### config.mk
export PLATFORM = sky130hd
export DESIGN_NAME = fm_synth_host_port
export DESIGN_NICKNAME = d
export VERILOG_FILES = /design/src/core/fm_synth_host_port_pkg.sv /design/src/core/fm_synth_host_port.sv
export VERILOG_INCLUDE_DIRS = /design/src /design/src/core
export SDC_FILE = /design/constraint.sdc
export NUM_CORES = 1
export LEC_CHECK = 0
export ABC_CLOCK_PERIOD_IN_PS = 2050
export BUFFER_PORTS_ARGS = -buffer_cell sky130_fd_sc_hd__buf_2
export CAP_MARGIN = 0
export CORE_MARGIN = 2
export CORE_UTILIZATION = 52
export DETAILED_ROUTE_END_ITERATION = 7
export GPL_TIMING_DRIVEN = 0
export HOLD_SLACK_MARGIN = 0.15
export PLACE_DENSITY = 0.83
export SYNTH_ARGS = -nofsm -noshare
export SYNTH_HDL_FRONTEND = slang
export SYNTH_SLANG_ARGS = --single-unit
### constraint.sdc
create_clock -name clk_i -period 2.05 [get_ports clk_i]
set_clock_uncertainty 0.2 [all_clocks]
set_input_delay 0.1025 -clock clk_i [delete_from_list [all_inputs] [get_ports clk_i]]
set_output_delay 0.1025 -clock clk_i [all_outputs]
set_load 0.01 [all_outputs]
### src/core/fm_synth_host_port_regs.svh
// How it works
// One 8-bit two-way bus carries both addresses and data; it floats unless read data is driven.
// With addr_data_sel low the bus holds an address, with it high it holds data.
// Select, write and read strobes do nothing unless chip select is low.
// While write and chip select are low the bus value is written to the addressed register.
// While read and chip select are low the device drives its status onto the bus.
// A low initial clear returns every register and all circuit state to its start value.
// An overflow of either of the two timers pulls the open-drain interrupt low.
// After an interrupt the host reads the status to learn which timer caused it.
// Both external control outputs are low while the device is cleared.
// The left and right tone samples leave as one serial bit stream to the converter.
// Two hold strobes let the converter catch the serial word and hold each channel.
// The master clock is halved to make the internal operating clock.
// The converter clock runs at the internal clock rate.
// Interrupt, control outputs, serial data and strobes change only as the converter clock falls.
// Chip select, write, read and initial clear are active low, as is the interrupt.
`ifndef FM_SYNTH_HOST_PORT_REGS_SVH
`define FM_SYNTH_HOST_PORT_REGS_SVH

// Internal register addresses
`define TIMER_A_HI_ADDR  8'h20
`define TIMER_A_LO_ADDR  8'h21
`define TIMER_B_ADDR     8'h22
`define TIMER_CTRL_ADDR  8'h23
`define EXT_CTRL_ADDR    8'h24

// Timer control fields
`define TCTRL_RUN_A      0
`define TCTRL_RUN_B      1
`define TCTRL_IRQ_EN_A   2
`define TCTRL_IRQ_EN_B   3
`define TCTRL_CLR_A      4
`define TCTRL_CLR_B      5

// Control output fields
`define EXT_CTRL_A       0
`define EXT_CTRL_B       1

// Status fields
`define STAT_FLAG_A      0
`define STAT_FLAG_B      1

// Reset values
`define TIMER_A_RST      10'h000
`define TIMER_B_RST      8'h00
`define TIMER_CTRL_RST   8'h00
`define EXT_CTRL_RST     2'h0
`define ADDR_RST         8'h00

// Converter clock cycles between timer ticks
`define TIMER_PRESCALE   64

`endif
### src/core/fm_synth_host_port_pkg.sv
`default_nettype none

package fm_synth_host_port_pkg;

  // Kind of host access seen in a cycle
  typedef enum logic [1:0]
  {
    ACC_IDLE = 2'b00,
    ACC_ADDR = 2'b01,
    ACC_DATA = 2'b10,
    ACC_READ = 2'b11
  } access_type;

endpackage : fm_synth_host_port_pkg

`default_nettype wire

### src/core/fm_synth_host_port.sv
`include "fm_synth_host_port_regs.svh"
`default_nettype none

module fm_synth_host_port
  import fm_synth_host_port_pkg::*;
#(
  parameter int SAMPLE_W = 16,
  parameter int PRESCALE = `TIMER_PRESCALE
)
(
  // Master clock and reset
  input  wire logic                clk_i,
  input  wire logic                rst_i,
  input  wire logic                initial_clear_n_i,
  // Host bus
  input  wire logic                cs_n_i,
  input  wire logic                wr_n_i,
  input  wire logic                rd_n_i,
  input  wire logic                addr_data_sel_i,
  input  wire logic [7:0]          data_i,
  output logic      [7:0]          data_o,
  output logic                     data_oe_o,
  // Open-drain interrupt
  output logic                     irq_n_o,
  output logic                     irq_n_oe_o,
  // External control outputs
  output logic                     ext_control_out_a_o,
  output logic                     ext_control_out_b_o,
  // Tone samples from the synthesis core
  input  wire logic [SAMPLE_W-1:0] left_sample_i,
  input  wire logic [SAMPLE_W-1:0] right_sample_i,
  // Converter side
  output logic                     dac_clock_o,
  output logic                     serial_data_o,
  output logic                     dac_hold_strobe_a_o,
  output logic                     dac_hold_strobe_b_o
);

  localparam int FRAME_BITS = 2 * SAMPLE_W;
  localparam int FRAME_W    = $clog2(FRAME_BITS);
  localparam int PRE_W      = $clog2(PRESCALE + 1);
  localparam logic [FRAME_W-1:0] LAST_LEFT =
    FRAME_W'(SAMPLE_W - 1);
  localparam logic [FRAME_W-1:0] LAST_RIGHT =
    FRAME_W'(FRAME_BITS - 1);
  localparam logic [PRE_W-1:0] PRE_LAST = PRE_W'(PRESCALE - 1);

  // Either reset source clears the whole block
  logic                clear;
  logic                phase;
  logic                fall;
  access_type          access;
  logic [7:0]          addr;
  logic [9:0]          timer_a_load;
  logic [7:0]          timer_b_load;
  logic [7:0]          timer_ctrl;
  logic [1:0]          ext_ctrl;
  logic [9:0]          count_a;
  logic [7:0]          count_b;
  logic [PRE_W-1:0]    prescale;
  logic                tick;
  logic                over_a;
  logic                over_b;
  logic                flag_a;
  logic                flag_b;
  logic                clr_a;
  logic                clr_b;
  logic [7:0]          status;
  logic [FRAME_W-1:0]  bit_pos;
  logic [FRAME_BITS-1:0] shift;

  // Both clears are level inputs taken on the clock; a glitch on the
  // pin clear that meets an edge resets everything, there is no filter
  assign clear = rst_i | ~initial_clear_n_i;

  // Internal clock is half the master clock; fall marks its falling edge.
  // Phase starts low after clear, so the converter first sees a rise
  // and never a stray fall
  always_ff @(posedge clk_i)
  begin
    if (clear)
      phase <= 1'b0;
    else
      phase <= ~phase;
  end

  assign fall        = phase;
  assign dac_clock_o = phase;

  // Decode the strobes; nothing happens without chip select.
  // Write wins when both strobes are low, which keeps the bus undriven
  always_comb
  begin
    access = ACC_IDLE;
    if (!cs_n_i)
    begin
      if (!wr_n_i && !addr_data_sel_i)
        access = ACC_ADDR;
      else if (!wr_n_i)
        access = ACC_DATA;
      else if (!rd_n_i)
        access = ACC_READ;
    end
  end

  // Address latch; a held strobe rewrites the same value harmlessly
  always_ff @(posedge clk_i)
  begin
    if (clear)
      addr <= `ADDR_RST;
    else if (access == ACC_ADDR)
      addr <= data_i;
  end

  // Register writes; clear bits of timer control act once but are stored in timer_ctrl like the rest
  always_ff @(posedge clk_i)
  begin
    if (clear)
    begin
      timer_a_load <= `TIMER_A_RST;
      timer_b_load <= `TIMER_B_RST;
      timer_ctrl   <= `TIMER_CTRL_RST;
      ext_ctrl     <= `EXT_CTRL_RST;
    end
    else if (access == ACC_DATA)
    begin
      if (addr == `TIMER_A_HI_ADDR)
        timer_a_load[9:2] <= data_i;
      else if (addr == `TIMER_A_LO_ADDR)
        timer_a_load[1:0] <= data_i[1:0];
      else if (addr == `TIMER_B_ADDR)
        timer_b_load <= data_i;
      else if (addr == `TIMER_CTRL_ADDR)
        timer_ctrl <= data_i;
      else if (addr == `EXT_CTRL_ADDR)
        ext_ctrl <= data_i[1:0];
    end
  end

  // One-cycle clear requests from a timer control write
  assign clr_a = (access == ACC_DATA) && (addr == `TIMER_CTRL_ADDR) &&
                 data_i[`TCTRL_CLR_A];
  assign clr_b = (access == ACC_DATA) && (addr == `TIMER_CTRL_ADDR) &&
                 data_i[`TCTRL_CLR_B];

  // Shared prescaler paced by the internal clock. One counter serves both
  // timers, which saves area but lets the first tick after a start come
  // early by up to one prescaler period
  always_ff @(posedge clk_i)
  begin
    if (clear)
      prescale <= '0;
    else if (fall)
      prescale <= (prescale == PRE_LAST) ? '0 : prescale + PRE_W'(1);
  end

  assign tick   = fall && (prescale == PRE_LAST);
  assign over_a = tick && timer_ctrl[`TCTRL_RUN_A] && (&count_a);
  assign over_b = tick && timer_ctrl[`TCTRL_RUN_B] && (&count_b);

  // Timer A counts up from its load value and reloads on carry out.
  // A load of all ones overflows on every tick, the fastest rate
  always_ff @(posedge clk_i)
  begin
    if (clear)
      count_a <= `TIMER_A_RST;
    else if (!timer_ctrl[`TCTRL_RUN_A])
      count_a <= timer_a_load;
    else if (over_a)
      count_a <= timer_a_load;
    else if (tick)
      count_a <= count_a + 10'h001;
  end

  // Timer B works the same way on eight bits
  always_ff @(posedge clk_i)
  begin
    if (clear)
      count_b <= `TIMER_B_RST;
    else if (!timer_ctrl[`TCTRL_RUN_B])
      count_b <= timer_b_load;
    else if (over_b)
      count_b <= timer_b_load;
    else if (tick)
      count_b <= count_b + 8'h01;
  end

  // Sticky overflow flags; a carry in the clear cycle is kept.
  // Software should stop a running timer before clearing its flag,
  // otherwise a carry in that same cycle leaves the flag set
  always_ff @(posedge clk_i)
  begin
    if (clear)
    begin
      flag_a <= 1'b0;
      flag_b <= 1'b0;
    end
    else
    begin
      if (over_a && timer_ctrl[`TCTRL_IRQ_EN_A])
        flag_a <= 1'b1;
      else if (clr_a)
        flag_a <= 1'b0;
      if (over_b && timer_ctrl[`TCTRL_IRQ_EN_B])
        flag_b <= 1'b1;
      else if (clr_b)
        flag_b <= 1'b0;
    end
  end

  // Status tells the host which timer asked for service
  always_comb
  begin
    status               = 8'h00;
    status[`STAT_FLAG_A] = flag_a;
    status[`STAT_FLAG_B] = flag_b;
  end

  // Read data is registered; a read in the first strobe cycle shows
  // the status of the cycle before, which the host access time covers
  always_ff @(posedge clk_i)
  begin
    if (clear)
      data_o <= 8'h00;
    else
      data_o <= status;
  end

  // Bus is driven only during a selected read, otherwise it floats
  assign data_oe_o = (access == ACC_READ);

  // Interrupt and control pins follow their sources on the falling edge.
  // Registering them keeps the pins glitch free between falls, at the
  // cost of up to one internal clock of delay after a flag sets
  always_ff @(posedge clk_i)
  begin
    if (clear)
    begin
      irq_n_oe_o          <= 1'b0;
      ext_control_out_a_o <= 1'b0;
      ext_control_out_b_o <= 1'b0;
    end
    else if (fall)
    begin
      irq_n_oe_o          <= flag_a | flag_b;
      ext_control_out_a_o <= ext_ctrl[`EXT_CTRL_A];
      ext_control_out_b_o <= ext_ctrl[`EXT_CTRL_B];
    end
  end

  // Open drain only ever pulls low
  assign irq_n_o = 1'b0;

  // Frame bit position; left word first, then right.
  // The converter clock runs free, so frames follow with no gap
  always_ff @(posedge clk_i)
  begin
    if (clear)
      bit_pos <= '0;
    else if (fall)
      bit_pos <= (bit_pos == LAST_RIGHT) ? '0 : bit_pos + FRAME_W'(1);
  end

  // Samples are caught at frame start so a mid-frame change cannot tear
  always_ff @(posedge clk_i)
  begin
    if (clear)
      shift <= '0;
    else if (fall && bit_pos == '0)
      shift <= {right_sample_i, left_sample_i};
    else if (fall)
      shift <= {1'b0, shift[FRAME_BITS-1:1]};
  end

  // Serial bit and hold strobes, least significant bit first.
  // Bit 0 of the left word comes straight from the input because the
  // shift register is loaded on that very edge
  always_ff @(posedge clk_i)
  begin
    if (clear)
    begin
      serial_data_o       <= 1'b0;
      dac_hold_strobe_a_o <= 1'b0;
      dac_hold_strobe_b_o <= 1'b0;
    end
    else if (fall)
    begin
      serial_data_o       <= (bit_pos == '0) ? left_sample_i[0]
                                             : shift[1];
      dac_hold_strobe_a_o <= (bit_pos == LAST_LEFT);
      dac_hold_strobe_b_o <= (bit_pos == LAST_RIGHT);
    end
  end

endmodule : fm_synth_host_port

`default_nettype wire

==> summary.md <==
| Metric | Value |
|---|---|
| Worst-margin pin slew | `774.2 ps` |
| Netlist Area Pre-Place | `4781 µm²` |
| GRT Max-Usage Layer | `met2` |
| CTS tree | `done` |
| CP max FO | `6` |
| CTS root buffer | `clkbuf_8` |
| Max-Cap Viols | `0` |
| GR Util All Layers | `25.82%` |
| Slew HR | `48.11%` |
| Worst r2r src | `prescale[1]` |
| Met3 usage | `5.362%` |
| Drt pass-1 iters | `5` |
| Synth-to-layout area growth | `24.10%` |
| Status | `completed` |
| R2R cell count | `6` |
| Most used DFF post-synth | `dfxtp_1` |
| Initial Util | `54.29%` |
| Share of cells above drive strength 1 | `17.75%` |
| Global placer's final weighted congestion | `0.9013` |
| Crit path buffers/inverters | `0` |
| Critical-path cell list | `ha_4 -> and4_4 -> nand2_4 -> nor2_4 -> or4b_1 -> a31oi_1` |
| End-of-flow core utilization | `67.38%` |
| Synth top area share | `43.55%` |
| Hold_ws | `263.6 ps` |
| Setup CP Type | `reg -> reg` |
| Post-Route WL | `12.71 mm` |
| Largest net degree at the start of global routing | `19` |
| Hold depth | `3` |
| Hold Crit Endpoint | `data_oe_o` |
| Final setup viols | `0` |
| Vias | `4382` |
| Die area | `9977 µm²` |
| Clock slew at reported path FFs | `100 ps` |
| Synth top area cells | `dfxtp_1 (44%), mux2i_1 (12%), nor2_1 (5.7%)` |
| Ports | `64` |
| Htree depth | `3` |
| M2 GR Usage | `46.41%` |
| Num rows | `34` |
| Top post-synthesis cells by count | `dfxtp_1 (104), nor2_1 (72), mux2i_1 (56)` |
| Iter 0 DRT Violations | `235` |
| Mapped Cells | `532` |
| Yosys Warn Count | `0` |
| Hold Vio Cnt, Final | `0` |
| Min cycle time layout | `1998 ps` |
| Peak supply drop | `550.8 µV` |
| Cell taking the most area after synthesis | `dfxtp_1` |
| Post-route ant nets | `0` |
| Post-synth ARST share | `0%` |
| Sequential-to-total area share from yosys stat | `43.55%` |
| Unrepaired setup endpoints after global routing | `yes` |
| Critical hold path startpoint | `rd_n_i` |
| Post-DP HPWL | `7.984 mm` |
| R2r endpoint | `count_a[8]` |
| PortBufs | `56` |
| PD cells | `622.3 nW/µm²` |
| Die X | `99.89 µm` |
| M1 GR Usage | `30.99%` |
| Final Max Slew Viols | `0` |
| # DRC | `0` |
| Crit. End Element | `flop` |
| Core area | `8806 µm²` |
| Vias in the first global route | `4410` |
| Via density per instance | `5.713` |
| Pwr Total | `3692 µW` |
| Synth cell types | `57` |
| CTS Buf Count | `9` |
| Reg2reg setup slack | `50 ps` |
| N_diodes | `0` |
| LEAKAGE | `0.002421 µW` |
| Syn_area_per_cell | `8.987 µm²` |
| Most frequent cell after synthesis | `dfxtp_1` |
| Routed len/inst | `16.57 µm` |
| Slowest CP cell | `or4b_1` |
| Clock Sinks | `104` |
| Share of the clock period used by the worst path | `97.44%` |
| CTS Buffer Depth | `2` |
| First-pass GRT wire length | `20.66 mm` |
| Total grt overflow | `0` |
| Post-synth EDFFs | `0` |
| Yosys reg bits | `104` |
| Min-Delay Path Class | `in -> out` |
| # nets final | `708` |
| Crit path max-delay family | `simple AND/OR/NAND/NOR gates` |
| Worst EP arrival | `2100 ps` |
| Required time worst endpoint | `2150 ps` |
| Fillers | `680` |
| Initial antenna violation count | `0` |
| Die Y | `99.89 µm` |
| Latest clock arrival within the worst-skew pair | `380 ps` |
| Slowest Stage Delay on Critical Path | `440 ps` |
| Fmax | `0.5006 GHz` |
| CP Launch Type | `flop` |
## per-stage QoR
stage / setup slack (ps) / area [µm²] / std cells / setup TNS, ps
after floorplan: 137.5 / 4803 / 538 / 0
after global placement: 6.348 / 5219 / 702 / 0
after detailed placement: -27.02 / 5219 / 702 / -51.46
after CTS: 7.500 / 5879 / 764 / 0
after global routing: -60.85 / 5933 / 767 / -87.34
final: 52.50 / 5933 / 767 / 0
## state kept, by name, summed over array words and instances (netlist names)
register and count:
addr 8, bit_pos 5, count_a 10, count_b 8, dac_clock_o 1, dac_hold_strobe_a_o 1
dac_hold_strobe_b_o 1, data_o 2, ext_control_out_a_o 1, ext_control_out_b_o 1, ext_ctrl 2, flag_a 1
flag_b 1, irq_n_oe_o 1, prescale 7, serial_data_o 1, shift 31, timer_a_load 10
timer_b_load 8, timer_ctrl 4
## cell families after synthesis
group | count (synthesis) | synth area share (%)
AND/OR/NAND/NOR | 196 | 21.57
flip-flops | 104 | 43.55
other | 1 | 0.07844
adder cells (fa/ha/maj) | 7 | 1.832
multiplexers | 56 | 11.72
buffers and inverters | 52 | 5.339
AO/OA/AOI/OAI | 107 | 14.26
XOR/XNOR | 9 | 1.649
## what timing repair did
action	4_1_cts	5_1_grt
gates resized for setup	5	14
setup endpoints to repair	5	28
pin swaps	0	2
hold buffers	46	0
setup buffers	0	3
endpoints found under the hold margin	68	0
## worst register-to-register path, cell delays in order (launching register included)
cell and delay, ps:
dfxtp_1 410, ha_4 180, and4_4 280, nand2_4 110, nor2_4 140, or4b_1 450, a31oi_1 170
## metal layers
metal,wire length [µm],vias to the layer above
met2,6432,147
li1,-,2136
met4,192,0
met3,655,20
met5,0,-
met1,5426,2079
## where the power goes
group	leakage [µW]	switching, µW	total [µW]	internal [µW]
clock network	0.0000952	747	1240	493
registers	0.000842	17.0	2060	2040
logic	0.00148	203	391	188
total	0.00242	967	3690	2730
## worst max path at each step
| stage | startpoint | endpoint | slack (ps) | cells past startpoint |
|---|---|---|---|---|
| after CTS | prescale[0] | count_a[3] | 7 | 5 |
| after floorplan | count_a[0] | count_a[3] | 140 | 6 |
| after global placement | prescale[0] | count_a[9] | 6 | 6 |
| after global routing | prescale[1] | count_a[1] | -60 | 6 |
| after detailed placement | prescale[0] | count_a[9] | -30 | 6 |
| final | prescale[1] | count_a[8] | 50 | 6 |
## cell type report
cell class	instances	area [µm²]	area share (%)
flip-flops and latches	104	2088	35.20
repair buffers	105	763.2	12.86
clock buffers	10	137.6	2.320
multi-input cells	382	2497	42.09
clock inverters	6	50.05	0.8435
plain buffers	42	224.0	3.775
well taps	108	135.1	2.278
inverters	10	37.54	0.6326
## layout by cell type, fill, tap and decap left out, types with 3 or more instances in the layout
master | synthesis | final
ha_1 | 7 | 6
a31oi_1 | 8 | 8
buf_2 | 6 | 61
clkbuf_2 | 0 | 3
nand3b_1 | 3 | 3
nor2_1 | 72 | 72
a211oi_1 | 33 | 33
xor2_1 | 3 | 3
and3_1 | 7 | 6
nor3b_1 | 3 | 3
nand2b_1 | 4 | 4
buf_1 | 4 | 3
a21oi_1 | 16 | 16
nand3_1 | 25 | 25
o21ai_1 | 7 | 8
o21ai_0 | 25 | 24
and2_1 | 5 | 5
nor3_2 | 4 | 3
buf_6 | 3 | 3
nor3_1 | 7 | 7
conb_1 | 1 | 7
mux2i_1 | 56 | 56
inv_1 | 9 | 9
clkbuf_8 | 0 | 10
o211ai_1 | 5 | 5
nand4_1 | 11 | 11
dfxtp_1 | 104 | 101
nand2_1 | 31 | 30
nor2b_1 | 5 | 5
clkbuf_1 | 21 | 19
dlygate4sd3_1 | 0 | 46
buf_4 | 8 | 12
xnor2_1 | 6 | 6
Power figures use the tool's default switching activity.
